--- config.mk ---
export PLATFORM = sky130hd
export DESIGN_NAME = gpio_port
export DESIGN_NICKNAME = d
export VERILOG_FILES = /design/src/design/port_pkg.sv /design/src/design/pin_ctrl.sv /design/src/design/gpio_port.sv
export SDC_FILE = /design/constraint.sdc
export NUM_CORES = 1
export LEC_CHECK = 0
export BUFFER_PORTS_ARGS = -buffer_cell sky130_fd_sc_hd__buf_2
export CORE_ASPECT_RATIO = 0.9
export CORE_MARGIN = 2
export CORE_UTILIZATION = 48
export DETAILED_ROUTE_END_ITERATION = 8
export PLACE_DENSITY = 0.85
export SYNTH_ARGS = -nofsm -noshare
export SYNTH_HDL_FRONTEND = slang
export SYNTH_HIERARCHICAL = 1
export SYNTH_SLANG_ARGS = --single-unit
--- constraint.sdc ---
create_clock -name sys_clk -period 2.8 [get_ports sys_clk]
set_input_delay 0.28 -clock sys_clk [delete_from_list [all_inputs] [get_ports sys_clk]]
set_output_delay 0.28 -clock sys_clk [all_outputs]
set_load 0.05 [all_outputs]
--- src/design/port_pkg.sv ---
// Purpose: Shared constants and carrier types for the GPIO port pin block
// Assumes: One 8-bit port, 10 MHz system clock, Avalon-MM register access
// Notes:   Register byte offsets, field positions and reset values live here
//
// Functional notes
// - Power-down or power-save sleep clamps each pin's digital input to ground.
// - No clamp on a pin whose external interrupt request is enabled.
// - On wake, high pin with edge sense and interrupt disabled sets its flag.
// - Reset forces every pull-up off regardless of earlier settings.
// - Pull-up follows override value when overridden, else dir 0, out 1, disable 0.
// - Driver enable is off in reset, else follows direction override value when overridden, else direction bit.
// - Driven level is override value when enabled, else output-value bit.
// - Toggle override inverts the output-value bit on the pin.
// - Input enable follows override value when overridden, else sleep state decides.
// - Alternate-function input is taken before the synchronizer, after the clamp.
// - Strobes shared per port; clock, sleep and global pull-up off shared by all.
// - Global pull-up off, bit 4 of mcu_control, turns off all pull-ups whose pull-up override is not enabled.
// - Direction bit one makes an output, zero makes an input.
// - Writing one to a pin-input bit toggles the matching output-value bit.
// - Portwise pull-up off is ORed with global pull-up off.
// - Pin input passes two stages before the pin-input register reads it.
package port_pkg;

  // ----------------------------------------------------------------
  // Register map (byte addresses, one word each)
  // ----------------------------------------------------------------
  localparam logic [4:0] ADDR_PIN_INPUT   = 5'h00;
  localparam logic [4:0] ADDR_DIRECTION   = 5'h04;
  localparam logic [4:0] ADDR_OUTPUT      = 5'h08;
  localparam logic [4:0] ADDR_MCU_CONTROL = 5'h0C;
  localparam logic [4:0] ADDR_PORT_CTRL   = 5'h10;
  localparam logic [4:0] ADDR_IRQ_STATUS  = 5'h14;
  localparam logic [4:0] ADDR_IRQ_MASK    = 5'h18;
  localparam logic [4:0] ADDR_EXT_CFG     = 5'h1C;

  // ----------------------------------------------------------------
  // Field positions and reset values
  // ----------------------------------------------------------------
  localparam int         PIN_COUNT            = 8;
  localparam int         GLOBAL_PULLUP_OFF_BIT = 4;
  localparam int         BROWNOUT_SLEEP_BIT    = 6;
  localparam int         BROWNOUT_UNLOCK_BIT   = 5;
  localparam int         PORTWISE_PULLUP_OFF_BIT = 0;
  localparam logic [7:0] MCU_CONTROL_MASK      = 8'h70;
  localparam logic [7:0] REG_RESET             = 8'h00;
  localparam logic [1:0] SENSE_LOW_LEVEL       = 2'h0;
  localparam logic [31:0] UNMAPPED_READ        = 32'h0000_0000;

  // Timing: system clock period and input sync delay
  localparam int CLK_PERIOD_NS   = 100;
  localparam int SYNC_STAGES     = 2;

  // ----------------------------------------------------------------
  // Carrier types
  // ----------------------------------------------------------------
  typedef struct packed {
    logic pullup_override_en;
    logic pullup_override_val;
    logic dir_override_en;
    logic dir_override_val;
    logic outval_override_en;
    logic outval_override_val;
    logic out_invert_en;
    logic input_en_override_en;
    logic input_en_override_val;
  } override_type;

  typedef struct packed {
    logic drive_en;
    logic drive_val;
    logic pullup_en;
    logic input_en;
  } pad_ctrl_type;

endpackage : port_pkg

--- src/design/pin_ctrl.sv ---
// Purpose: Combinational control of one port pin with alternate overrides
// Assumes: Register bits come from flip-flops on sys_clk
// Notes:   Pad output value and input clamp stay purely combinational
`timescale 1ns/1ns
module pin_ctrl (
  input  wire logic                   rst,
  input  wire logic                   direction_bit,
  input  wire logic                   output_value_bit,
  input  wire logic                   pullup_off,
  input  wire logic                   sleep_clamp,
  input  wire logic                   pad_in,
  input  wire port_pkg::override_type ovr,
  output port_pkg::pad_ctrl_type      pad,
  output logic                        alt_digital_in
);

  logic out_level;

  // ----------------------------------------------------------------
  // Pull-up, driver and value resolution
  // ----------------------------------------------------------------
  always_comb begin
    out_level = output_value_bit ^ ovr.out_invert_en;
    // Reset wins so a pull-up never shows while rst is high
    if (rst) begin
      pad.pullup_en = 1'b0;
    end else if (ovr.pullup_override_en) begin
      pad.pullup_en = ovr.pullup_override_val;
    end else begin
      pad.pullup_en = !direction_bit && output_value_bit && !pullup_off;
    end
    // Driver also off in reset: pins stay tri-stated
    pad.drive_en  = rst ? 1'b0 : (ovr.dir_override_en ? ovr.dir_override_val
                                                       : direction_bit);
    pad.drive_val = ovr.outval_override_en ? ovr.outval_override_val
                                           : out_level;
    pad.input_en  = ovr.input_en_override_en ? ovr.input_en_override_val
                                             : !sleep_clamp;
  end

  // Clamped input ahead of the synchronizer, for peripherals
  assign alt_digital_in = pad.input_en & pad_in;

endmodule : pin_ctrl

--- src/design/gpio_port.sv ---
// Purpose: One 8-pin GPIO port with registers, sleep clamp and ext interrupt
// Assumes: Avalon-MM slave, 10 MHz sys_clk, async active-high rst
// Notes:   Two pins (0 and 1) carry external interrupt sense logic
//
// The placing of the registers and the Avalon-MM interface to the registers were chosen for this implementation.
`timescale 1ns/1ns
module gpio_port (
  input  wire logic                   sys_clk,
  input  wire logic                   rst,
  // Avalon-MM slave
  input  wire logic [4:0]             avs_address,
  input  wire logic                   avs_read,
  input  wire logic                   avs_write,
  input  wire logic [31:0]            avs_writedata,
  input  wire logic [3:0]             avs_byteenable,
  output logic [31:0]                 avs_readdata,
  output logic                        avs_waitrequest,
  // Sleep controller: high in power-down or power-save
  input  wire logic                   deep_sleep,
  // Alternate function overrides, one set per pin
  input  wire port_pkg::override_type ovr [8],
  // Pads
  input  wire logic [7:0]             pad_in,
  output logic [7:0]                  pad_out,
  output logic [7:0]                  pad_oe,
  output logic [7:0]                  pad_pullup,
  output logic [7:0]                  alt_digital_in,
  output logic                        irq
);

  // ----------------------------------------------------------------
  // Registers
  // ----------------------------------------------------------------
  logic [7:0] direction_q;
  logic [7:0] output_q;
  logic [7:0] mcu_control_q;
  logic [7:0] port_ctrl_q;
  logic [1:0] irq_status_q;
  logic [1:0] irq_mask_q;
  logic [3:0] ext_sense_q;
  logic [7:0] sync1_q;
  logic [7:0] pin_input_q;
  logic [port_pkg::SYNC_STAGES:0] sleep_hist_q;
  logic       answered_q;
  logic [1:0] prev_in_q;
  logic [7:0] clamp;
  logic       pullup_off;
  logic       wr_en;
  logic       rd_en;
  logic [1:0] edge_event;
  logic [1:0] wake_event;
  logic [1:0] irq_set;
  logic [31:0] rd_data_d;
  logic [31:0] avs_readdata_q;

  // Writes of a word require the low byte lane
  function automatic logic lane0(input logic [3:0] be);
    lane0 = be[0];
  endfunction : lane0

  // ----------------------------------------------------------------
  // Bus handshake: one wait cycle, answer on the second edge
  // ----------------------------------------------------------------
  assign wr_en           = avs_write && answered_q;
  assign rd_en           = avs_read && answered_q;
  assign avs_waitrequest = (avs_read || avs_write) && !answered_q;
  assign avs_readdata    = avs_readdata_q;

  // Wait-state toggler keeps reads registered
  always_ff @(posedge sys_clk or posedge rst) begin
    if (rst) begin
      answered_q <= 1'b0;
    end else begin
      answered_q <= (avs_read || avs_write) && !answered_q;
    end
  end

  // Shared strobe decode feeds every pin of the port
  // ----------------------------------------------------------------
  // Control registers
  // ----------------------------------------------------------------
  always_ff @(posedge sys_clk or posedge rst) begin
    if (rst) begin
      direction_q   <= port_pkg::REG_RESET;
      mcu_control_q <= port_pkg::REG_RESET;
      port_ctrl_q   <= port_pkg::REG_RESET;
      irq_mask_q    <= 2'h0;
      ext_sense_q   <= 4'h0;
    end else if (wr_en && lane0(avs_byteenable)) begin
      unique case (avs_address)
        port_pkg::ADDR_DIRECTION:   direction_q <= avs_writedata[7:0];
        port_pkg::ADDR_MCU_CONTROL: begin
          mcu_control_q <= avs_writedata[7:0] & port_pkg::MCU_CONTROL_MASK;
        end
        port_pkg::ADDR_PORT_CTRL:   port_ctrl_q <= avs_writedata[7:0];
        port_pkg::ADDR_IRQ_MASK:    irq_mask_q  <= avs_writedata[1:0];
        port_pkg::ADDR_EXT_CFG:     ext_sense_q <= avs_writedata[3:0];
        default: ;
      endcase
    end
  end

  // Output register: direct write, or toggle by writing ones to pin input
  always_ff @(posedge sys_clk or posedge rst) begin
    if (rst) begin
      output_q <= port_pkg::REG_RESET;
    end else if (wr_en && lane0(avs_byteenable)) begin
      if (avs_address == port_pkg::ADDR_OUTPUT) begin
        output_q <= avs_writedata[7:0];
      end else if (avs_address == port_pkg::ADDR_PIN_INPUT) begin
        output_q <= output_q ^ avs_writedata[7:0];
      end
    end
  end

  // ----------------------------------------------------------------
  // Input synchronizer; first stage read only by second
  // ----------------------------------------------------------------
  always_ff @(posedge sys_clk or posedge rst) begin
    if (rst) begin
      sync1_q     <= 8'h00;
      pin_input_q <= 8'h00;
    end else begin
      sync1_q     <= alt_digital_in;
      pin_input_q <= sync1_q;
    end
  end

  // ----------------------------------------------------------------
  // Sleep clamp and per-pin control
  // ----------------------------------------------------------------
  // Global and portwise pull-up disables combine into one term
  assign pullup_off = mcu_control_q[port_pkg::GLOBAL_PULLUP_OFF_BIT]
                    | port_ctrl_q[port_pkg::PORTWISE_PULLUP_OFF_BIT];

  // Ext interrupt pins escape the clamp while their request is enabled
  always_comb begin
    clamp = {8{deep_sleep}};
    clamp[0] = deep_sleep && !irq_mask_q[0];
    clamp[1] = deep_sleep && !irq_mask_q[1];
  end

  for (genvar i = 0; i < port_pkg::PIN_COUNT; i++) begin : g_pin
    port_pkg::pad_ctrl_type pc;
    pin_ctrl u_pin (
      .rst              (rst),
      .direction_bit    (direction_q[i]),
      .output_value_bit (output_q[i]),
      .pullup_off       (pullup_off),
      .sleep_clamp      (clamp[i]),
      .pad_in           (pad_in[i]),
      .ovr              (ovr[i]),
      .pad              (pc),
      .alt_digital_in   (alt_digital_in[i])
    );
    assign pad_out[i]    = pc.drive_val;
    assign pad_oe[i]     = pc.drive_en;
    assign pad_pullup[i] = pc.pullup_en;
  end

  // ----------------------------------------------------------------
  // External interrupt detect on pins 0 and 1
  // ----------------------------------------------------------------
  always_ff @(posedge sys_clk or posedge rst) begin
    if (rst) begin
      sleep_hist_q <= '0;
      prev_in_q    <= 2'h0;
    end else begin
      // Sleep history lags by the sync depth so the wake test reads a settled pin
      sleep_hist_q <= {sleep_hist_q[port_pkg::SYNC_STAGES-1:0], deep_sleep};
      prev_in_q <= pin_input_q[1:0];
    end
  end

  // Sense 0 is low level; others are edges. Wake with high pin counts as edge
  always_comb begin
    for (int k = 0; k < 2; k++) begin
      edge_event[k] = (ext_sense_q[2*k +: 2] != port_pkg::SENSE_LOW_LEVEL)
                    && (pin_input_q[k] != prev_in_q[k]);
      wake_event[k] = sleep_hist_q[port_pkg::SYNC_STAGES]
                    && !sleep_hist_q[port_pkg::SYNC_STAGES-1]
                    && pin_input_q[k] && !irq_mask_q[k]
                    && (ext_sense_q[2*k +: 2] != port_pkg::SENSE_LOW_LEVEL);
      irq_set[k]    = edge_event[k] || wake_event[k];
    end
  end

  // Sticky flags; a new event beats a write-one clear in the same cycle
  always_ff @(posedge sys_clk or posedge rst) begin
    if (rst) begin
      irq_status_q <= 2'h0;
    end else begin
      if (wr_en && lane0(avs_byteenable)
          && avs_address == port_pkg::ADDR_IRQ_STATUS) begin
        irq_status_q <= (irq_status_q & ~avs_writedata[1:0]) | irq_set;
      end else begin
        irq_status_q <= irq_status_q | irq_set;
      end
    end
  end

  assign irq = |(irq_status_q & irq_mask_q);

  // ----------------------------------------------------------------
  // Read path: registered; unmapped reads return zero
  // ----------------------------------------------------------------
  always_comb begin
    unique case (avs_address)
      port_pkg::ADDR_PIN_INPUT:   rd_data_d = {24'h00_0000, pin_input_q};
      port_pkg::ADDR_DIRECTION:   rd_data_d = {24'h00_0000, direction_q};
      port_pkg::ADDR_OUTPUT:      rd_data_d = {24'h00_0000, output_q};
      port_pkg::ADDR_MCU_CONTROL: rd_data_d = {24'h00_0000, mcu_control_q};
      port_pkg::ADDR_PORT_CTRL:   rd_data_d = {24'h00_0000, port_ctrl_q};
      port_pkg::ADDR_IRQ_STATUS:  rd_data_d = {30'h0000_0000, irq_status_q};
      port_pkg::ADDR_IRQ_MASK:    rd_data_d = {30'h0000_0000, irq_mask_q};
      port_pkg::ADDR_EXT_CFG:     rd_data_d = {28'h000_0000, ext_sense_q};
      default:                    rd_data_d = port_pkg::UNMAPPED_READ;
    endcase
  end

  always_ff @(posedge sys_clk or posedge rst) begin
    if (rst) begin
      avs_readdata_q <= 32'h0000_0000;
    end else if (avs_read && !answered_q) begin
      avs_readdata_q <= rd_data_d;
    end
  end

  // ----------------------------------------------------------------
  // Checks
  // ----------------------------------------------------------------
  a_reset_pullup_off: assert property (@(posedge sys_clk) rst |-> pad_pullup == 8'h00)
    else $error("pull-up on during reset");
  a_global_pullup_off: assert property (@(posedge sys_clk) disable iff (rst)
      (mcu_control_q[port_pkg::GLOBAL_PULLUP_OFF_BIT] && !ovr[2].pullup_override_en)
      |-> !pad_pullup[2])
    else $error("pull-up on with global disable");
  a_toggle_output: assert property (@(posedge sys_clk) disable iff (rst)
      (wr_en && avs_byteenable[0] && avs_address == port_pkg::ADDR_PIN_INPUT)
      |=> output_q == ($past(output_q) ^ $past(avs_writedata[7:0])))
    else $error("pin input write did not toggle");
  a_sync_delay: assert property (@(posedge sys_clk) disable iff (rst)
      !rst |-> ##2 pin_input_q == $past(alt_digital_in, 2))
    else $error("input sync delay wrong");
  a_clamp_input: assert property (@(posedge sys_clk) disable iff (rst)
      (deep_sleep && !ovr[4].input_en_override_en) |-> !alt_digital_in[4])
    else $error("clamp not applied");
  a_driver_dir: assert property (@(posedge sys_clk) disable iff (rst)
      !ovr[3].dir_override_en |-> pad_oe[3] == direction_q[3])
    else $error("driver enable mismatch");
  a_wake_flag: assert property (@(posedge sys_clk) disable iff (rst)
      wake_event[0] |=> irq_status_q[0])
    else $error("wake flag not set");
  a_irq_level: assert property (@(posedge sys_clk) disable iff (rst)
      irq_status_q[1] && irq_mask_q[1] |-> irq)
    else $error("irq not raised");

endmodule : gpio_port

==> run summary, run 1 <==
The run finished with clean final reports. From left edge to right edge, the die measures 93.4 um. The run gives 9 as the number of buffers created by CTS.

Max-cap violations in this run came to 0. Type of the worst setup path: flip-flop to output pin. Cells fill 62.6% of the core in the end. In the final timing run, aggregate negative setup slack is 0 ns. TritonCTS built the clock tree.

Timing would allow up to 0.425 GHz. For the die outline area, the log shows 7890 um^2. Cells with a size suffix above 1 make up 42.4% of the layout. At the pin with the least slew margin, the transition time is 0.652 ns.

The number of buffers and inverters on the critical path came out at 1. The logs give 0.87 ns for the register-to-register path setup slack and 6530 um for the placed wire-length estimate after detailed placement. The remaining antenna violation count is 0, and the clock-pin slew of the registers on the worst-case setup and hold paths is 0.07 ns. The highest routed metal layer was met4. In this run the cell area measured after placement is 4150 um^2. For the met2 routed wirelength, the log shows 4100 um.

The area growth from synthesis to layout is 26.8%. The routed layout has 2,994 vias. Summing all multi-input logic gate instances after layout gives 1680 um^2. Summed over all layers, the routed wires come to 8400 um. The run gives 3 as the maximum level of the CTS H-tree. After routing the design area is 4380 um^2. The critical path ends at pad_pullup[5].

The tools report the type of destination of the critical path as an output pin. Fill cells in the final layout number 591. The worst path meets setup with 0.449 ns of slack. For this run, the post-layout net count is 593.

The ratio of total power to cell area is 560 nW/um^2. The total power consumption of the routed design was 2.45 mW; the required arrival time at the worst endpoint was 2.52 ns. Setup repair after global routing left no endpoint under its margin. The wire length of the first global-routing pass is 13,400 um. The number of antenna violations at the first check in global routing is 0.

Headroom to the max-slew limit came out at 56.5%. Broken down by cell family, the worst path's largest delay share belongs to simple AND/OR/NAND/NOR gates. Category of the worst setup path launch point: a flip-flop. In this run, post-CTS hold repair placed 0 buffers. In the routed layout, each cell is associated on average with a via count of 5.30. The run gives 2 as the maximum clock path buffer count. The library cell contributing the largest single delay on the critical path is sky130_fd_sc_hd__or4b_1. For this run, the total global-route usage over all layers was measured as 21.6%.

The signal on the critical path passes through or2_2 > or4b_1 > a21oi_1 > buf_2. For this run, the slowest stage of the critical path takes 0.52 ns. The path depth of the worst reg2reg path is 4, and the worst clock skew on the final layout is 0.00666 ns. For the final number of hold-violating endpoints, the log shows 0. The row count was 29.

Across the VDD grid, the largest voltage drop is 0.000261 V. Effective utilization at floorplan: 49.3%. The critical path starts at port_ctrl_q[0]. The worst hold-check path type was input port to flip-flop. For the post-synthesis instance total, the log shows 325. For the final max-slew violation count, the log shows 0. The startpoint identified for the worst register-to-register timing path is answered_q. The first detailed-routing pass took 4 iterations. In this run the worst path has a maximum fanout of 8.

The residual overflow from global routing is 0, and the standby leakage power is 2.25 nW. The logs give 2.07 ns for the arrival time at the worst endpoint and 3440 um for the met1 wire length. Dividing the final minimum period by the clock period gives 84.0%. The total clock sinks is 65. The run gives 0 as the number of failing setup endpoints in the final timing report. The time the worst path needs with I/O delays and setup is 2.35 ns. The synthesis warning total was 6; the netlist area before placement was 3450 um^2. Antenna cell count: 0. The run gives 760 um as the amount of wire on met3 after detailed routing.

The mean cell area of the mapped netlist is 10.6 um^2, and the die extent in y is 84.5 um. Across the whole layout, storage elements account for 1630 um^2. The number of buffers added on ports was 140. Entering global routing, the biggest net connects 36 pins. The run gives 0.34 ns as the clock insertion delay at the later pin of the skew report. Critical register-to-register path endpoint: direction_q[3].

The congestion estimate from routability-driven global placement came to 0.872. The number of resized instances in the post-cts repair step was 0; the via count of the first global-routing pass was 2,882. CTS placed an instance of sky130_fd_sc_hd__clkbuf_8 at the clock tree root. After the first detailed-routing iteration, the DRC count stood at 245.

For the pre-CTS setup slack, the log shows 0.798 ns. The depth of the critical timing path with buffers and inverters included is 4, and the number of buffers inserted to repair setup after CTS is 0. In the routed design, unresolved DRC markers number 0. The region available for standard cell placement spans 7000 um^2. The instance count along the most critical hold path is 1. The wire length per cell works out to 14.9 um. During I/O placement, the number of pins put on the boundary was 192.
## cell usage in the layout (no fill, tap or decap), types with 9 or more instances in the layout
master,instances
sky130_fd_sc_hd__a21oi_1,19
sky130_fd_sc_hd__buf_2,140
sky130_fd_sc_hd__clkbuf_8,11
sky130_fd_sc_hd__conb_1,24
sky130_fd_sc_hd__dfrtp_1,65
sky130_fd_sc_hd__mux2_2,27
sky130_fd_sc_hd__mux2i_1,16
sky130_fd_sc_hd__nand2_1,29
sky130_fd_sc_hd__nor2_1,24
sky130_fd_sc_hd__o21ai_0,14
sky130_fd_sc_hd__or2_2,9
## worst register-to-register path, stage by stage, from the launching register on
cell                      delay [ns]
sky130_fd_sc_hd__dfrtp_1        0.38
sky130_fd_sc_hd__nand3_1        0.15
sky130_fd_sc_hd__nor3_1         0.39
sky130_fd_sc_hd__and3_1         0.50
sky130_fd_sc_hd__mux2_2         0.39
## cell type report
cell class / instances / share of cell area [%]
Clock buffer: 11 / 3.46
Clock inverter: 5 / 1.77
Inverter: 2 / 0.171
Multi-Input combinational cell: 248 / 38.4
Sequential cell: 65 / 37.1
Tap cell: 93 / 2.66
Timing Repair Buffer: 141 / 16.4
## per-layer routing
layer,global-route usage [%],up-vias
met5,0,-
met4,5.08,0
met3,5.57,10
met2,37.9,154
met1,26.6,1403
li1,-,1427
## registers in the layout, indices dropped and copies added, names as in the netlist
register and flops:
answered_q 1, avs_readdata 8, direction_q 8, ext_sense_q 4
irq_mask_q 2, irq_status_q 2, mcu_control_q 3, output_q 8
pin_input_q 8, port_ctrl_q 8, prev_in_q 2, sleep_hist_q 3
sync1_q 8
## power by group
part,switching [mW],leakage (nW),total (mW),internal (mW)
logic,0.350,1.27,0.515,0.165
registers,0.0440,0.863,1.04,0.997
clock network,0.351,0.115,0.898,0.546
## worst min path at each step
stage / startpoint / endpoint
floorplan: deep_sleep / sleep_hist_q[0]
global placement: sleep_hist_q[0] / sleep_hist_q[1]
detailed placement: sync1_q[1] / pin_input_q[1]
CTS: deep_sleep / sleep_hist_q[0]
global route: deep_sleep / sleep_hist_q[0]
finish: deep_sleep / sleep_hist_q[0]
## through the flow
| step | hold slack [ns] | instances |
|---|---|---|
| finish | 0.134 | 565 |
| global route | 0.124 | 565 |
| CTS | 0.116 | 565 |
| detailed placement | 0.335 | 549 |
| global placement | 0.333 | 549 |
| floorplan | 0.311 | 348 |
Power figures use the tool's default switching activity.
==> run 2: changes to the inputs <==
--- a/config.mk
+++ b/config.mk
@@ -5,12 +5,13 @@
 export SDC_FILE = /design/constraint.sdc
 export NUM_CORES = 1
 export LEC_CHECK = 0
+export ABC_AREA = 1
 export BUFFER_PORTS_ARGS = -buffer_cell sky130_fd_sc_hd__buf_2
 export CORE_ASPECT_RATIO = 0.9
 export CORE_MARGIN = 2
-export CORE_UTILIZATION = 48
+export CORE_UTILIZATION = 42
 export DETAILED_ROUTE_END_ITERATION = 8
-export PLACE_DENSITY = 0.85
+export PLACE_DENSITY = 0.77
 export SYNTH_ARGS = -nofsm -noshare
 export SYNTH_HDL_FRONTEND = slang
 export SYNTH_HIERARCHICAL = 1
==> constraint.sdc (replaced) <==
create_clock -name sys_clk -period 2 [get_ports sys_clk]
set_input_delay 0.2 -clock sys_clk [delete_from_list [all_inputs] [get_ports sys_clk]]
set_output_delay 0.2 -clock sys_clk [all_outputs]
set_load 0.05 [all_outputs]
==> run summary, run 2 <==
For the pre-CTS setup slack, the log shows 0.285 ns (was 0.798 ns). The number of failing setup endpoints in the final timing report was 0 (unchanged). TritonCTS built the clock tree. The most frequent standard cell in the layout excluding fill and tap cells is sky130_fd_sc_hd__nand2_1 (was sky130_fd_sc_hd__buf_2).

The clock insertion delay at the later pin of the skew report is 0.35 ns (was 0.34 ns). The number of buffers created by CTS is 9 (unchanged). The residual overflow from global routing was 0 (unchanged).

The type of destination of the critical path was an output pin (unchanged). The first-iteration detailed-routing DRC count was 197 (was 245). The tools report the die outline area as 10,100 um^2 (was 7890 um^2). The ratio of cells with drive above 1 in the final layout came out at 25.8% (was 42.4%).

Per-cell via count in the routed design: 4.74 (was 5.30). Leading cell types in the layout, fill and taps excluded: sky130_fd_sc_hd__nand2_1 (140), sky130_fd_sc_hd__buf_2 (133), sky130_fd_sc_hd__inv_1 (105) (was sky130_fd_sc_hd__buf_2 (140), sky130_fd_sc_hd__dfrtp_1 (65), sky130_fd_sc_hd__nand2_1 (29)). The slew at the pin closest to its max-slew limit was 0.613 ns (was 0.652 ns).

Biggest fanout along the worst timing path: 8 (unchanged). The via count is 3,846 (was 2,994). The post-route cell area was 4870 um^2 (was 4380 um^2). Based on the critical path, the design can be clocked at up to 0.520 GHz.

The worst path uses 96.2% of the clock period. The row count was 33 (was 29); the number of detailed-routing iterations run before antenna repair was 5 (was 4). The total clock sinks is 65 (unchanged), and the area overhead of the layout relative to synthesis is 25.1% (was 26.8%). Number of buffers added on ports: 140 (unchanged). The tools report the clock share of power as 32.3% (was 36.6%). The largest stage delay on the critical path is 0.41 ns (was 0.52 ns), and the number of buffers inserted to repair setup after CTS is 0 (unchanged). For the required arrival time at the worst endpoint, the log shows 1.80 ns (was 2.52 ns).

The mean cell area of the mapped netlist is 7.22 um^2 (was 10.6 um^2), and the area inside the core boundary is 9040 um^2 (was 7000 um^2). The largest voltage drop on the vdd net was 0.000430 V (was 0.000261 V). Reported net switching power: 1.22 mW (was 0.745 mW).

The master cell of the clock root buffer was sky130_fd_sc_hd__clkbuf_8 (unchanged). The tools report the antenna cell count as 0 (unchanged). The cell family with the largest share of critical-path delay is simple AND/OR/NAND/NOR gates (unchanged).

For the tightest hold margin, the log shows 0.0122 ns (was 0.134 ns). The wire length per cell works out to 12.0 um (was 14.9 um). The logs give 1.72 ns (was 2.07 ns) for the arrival time at the worst endpoint and 0 (unchanged) for the remaining antenna violation count. Total power consumption of the routed design: 3.59 mW (was 2.45 mW). The category of the worst setup path launch point was a flip-flop (unchanged). The worst clock skew on the final layout is 0.0107 ns (was 0.00666 ns). The type of the worst setup path was flip-flop to output pin (unchanged).

Ratio of total power to cell area: 736 nW/um^2 (was 560 nW/um^2). The run gives 3 (unchanged) as the maximum level of the CTS H-tree. The number of antenna violations at the first check in global routing is 0 (unchanged), and the proportion of power drawn by combinational gates is 25.2% (was 21.0%).

Post-synthesis instance total: 539 (was 325). The tools report the wire length of the first global-routing pass as 16,200 um (was 13,400 um). The final number of hold-violating endpoints was 0 (unchanged). The via count of the first global-routing pass came out at 3,674 (was 2,882). The die extent in y works out to 95.3 um (was 84.5 um). Worst hold-check path type: input port to asynchronous set/reset pin (was input port to flip-flop).

Cell-by-cell trace of the critical path: or2_2 > inv_1 > nand3_1 > a21oi_1 > clkbuf_4 (was or2_2 > or4b_1 > a21oi_1 > buf_2). The post-place instance area came out at 4650 um^2 (was 4150 um^2). Maximum number of pins on one net before global-route repair: 31 (was 36). For the number of max-cap violations, the log shows 0 (unchanged).

For the standby leakage power, the log shows 2.82 nW (was 2.25 nW). The switching share of total power came out at 34.0% (was 30.4%). For the netlist area before placement, the log shows 3890 um^2 (was 3450 um^2). The number of I/O pins came out at 192 (unchanged). The relative slew slack came out at 59.1% (was 56.5%).

The all-layer global routing usage came out at 20.3% (was 21.6%). Maximum clock path buffer count: 2 (unchanged). The sequential share of power came out at 42.6% (was 42.4%). The run finished with clean final reports. The library cell contributing the largest single delay on the critical path is sky130_fd_sc_hd__or2_2 (was sky130_fd_sc_hd__or4b_1). Synthesis warning total: 6 (unchanged). The placed wire-length estimate after detailed placement is 7560 um (was 6530 um), and the net count of the finished layout is 810 (was 593). The final max-slew violation count is 0 (unchanged), and the width of the chip is 105 um (was 93.4 um). The clock-pin slew of the registers on the worst-case setup and hold paths was 0.07 ns (about the same); the effective utilization at floorplan was 43.1% (was 49.3%). The cell-internal power was 2.37 mW (was 1.71 mW); the number of buffers and inverters on the critical path was 2 (was 1).

The routability congestion estimate from global placement is 0.902 (was 0.872). The sum of negative setup slack is 0 ns (unchanged), and the final wirelength is 9730 um (was 8400 um). The worst path needs 1.92 ns of the cycle, external delays included.

The final critical-path setup slack is 0.0757 ns (was 0.449 ns). The run gives 0 (unchanged) as the count of unresolved DRC violations after routing.
-- run 2: what timing repair did --
action / 4_1_cts / 5_1_grt
resized for setup: 0 / 9
hold buffers: 0 / 0
setup endpoints to repair: 0 / 7
-- run 2: power groups by stage --
stage	combinational [mW]	sequential, mW	clock, mW
after floorplan	0.696	1.54	0
after global placement	0.871	1.55	0
after detailed placement	0.900	1.55	0
after CTS	0.902	1.53	1.18
after global routing	0.999	1.54	1.24
final	0.902	1.53	1.16
-- run 2: area by class of cell --
cell class,instances,area (um^2)
well taps,122,153
repair buffers,146,776
inverters,110,413
flip-flops and latches,65,1630
fillers,860,4170
clock buffers,14,173
clock inverters,2,35.0
multi-input cells,352,1700
-- run 2: final timing paths --
| path | endpoint | slack [ns] | start | depth (start not counted) |
|---|---|---|---|---|
| worst min-delay path | output_q[4] | 0.01 | rst | 2 |
| max in group asynchronous | sync1_q[4] | 1.40 | rst | 3 |
| worst min register to register | pin_input_q[5] | 0.34 | sync1_q[5] | 0 |
| min in group sys_clk | sleep_hist_q[0] | 0.06 | deep_sleep | 1 |
| worst max-delay path | pad_pullup[5] | 0.08 | port_ctrl_q[0] | 5 |
| worst max register to register | direction_q[6] | 0.50 | answered_q | 5 |
-- run 2: metal layers --
metal  GRT usage (%)  up-vias  wire (um)
met1            24.0     1701       4150
met5               0        -          0
met3            5.40       21        856
met4            7.68        0        157
li1                -     1944          -
met2            35.7      180       4560
-- run 2: metrics by stage --
stage               cells  util, %
floorplan             562        -
global placement      795     51.4
detailed placement    795     51.4
CTS                   811     53.7
global route          811     53.9
finish                811     53.9
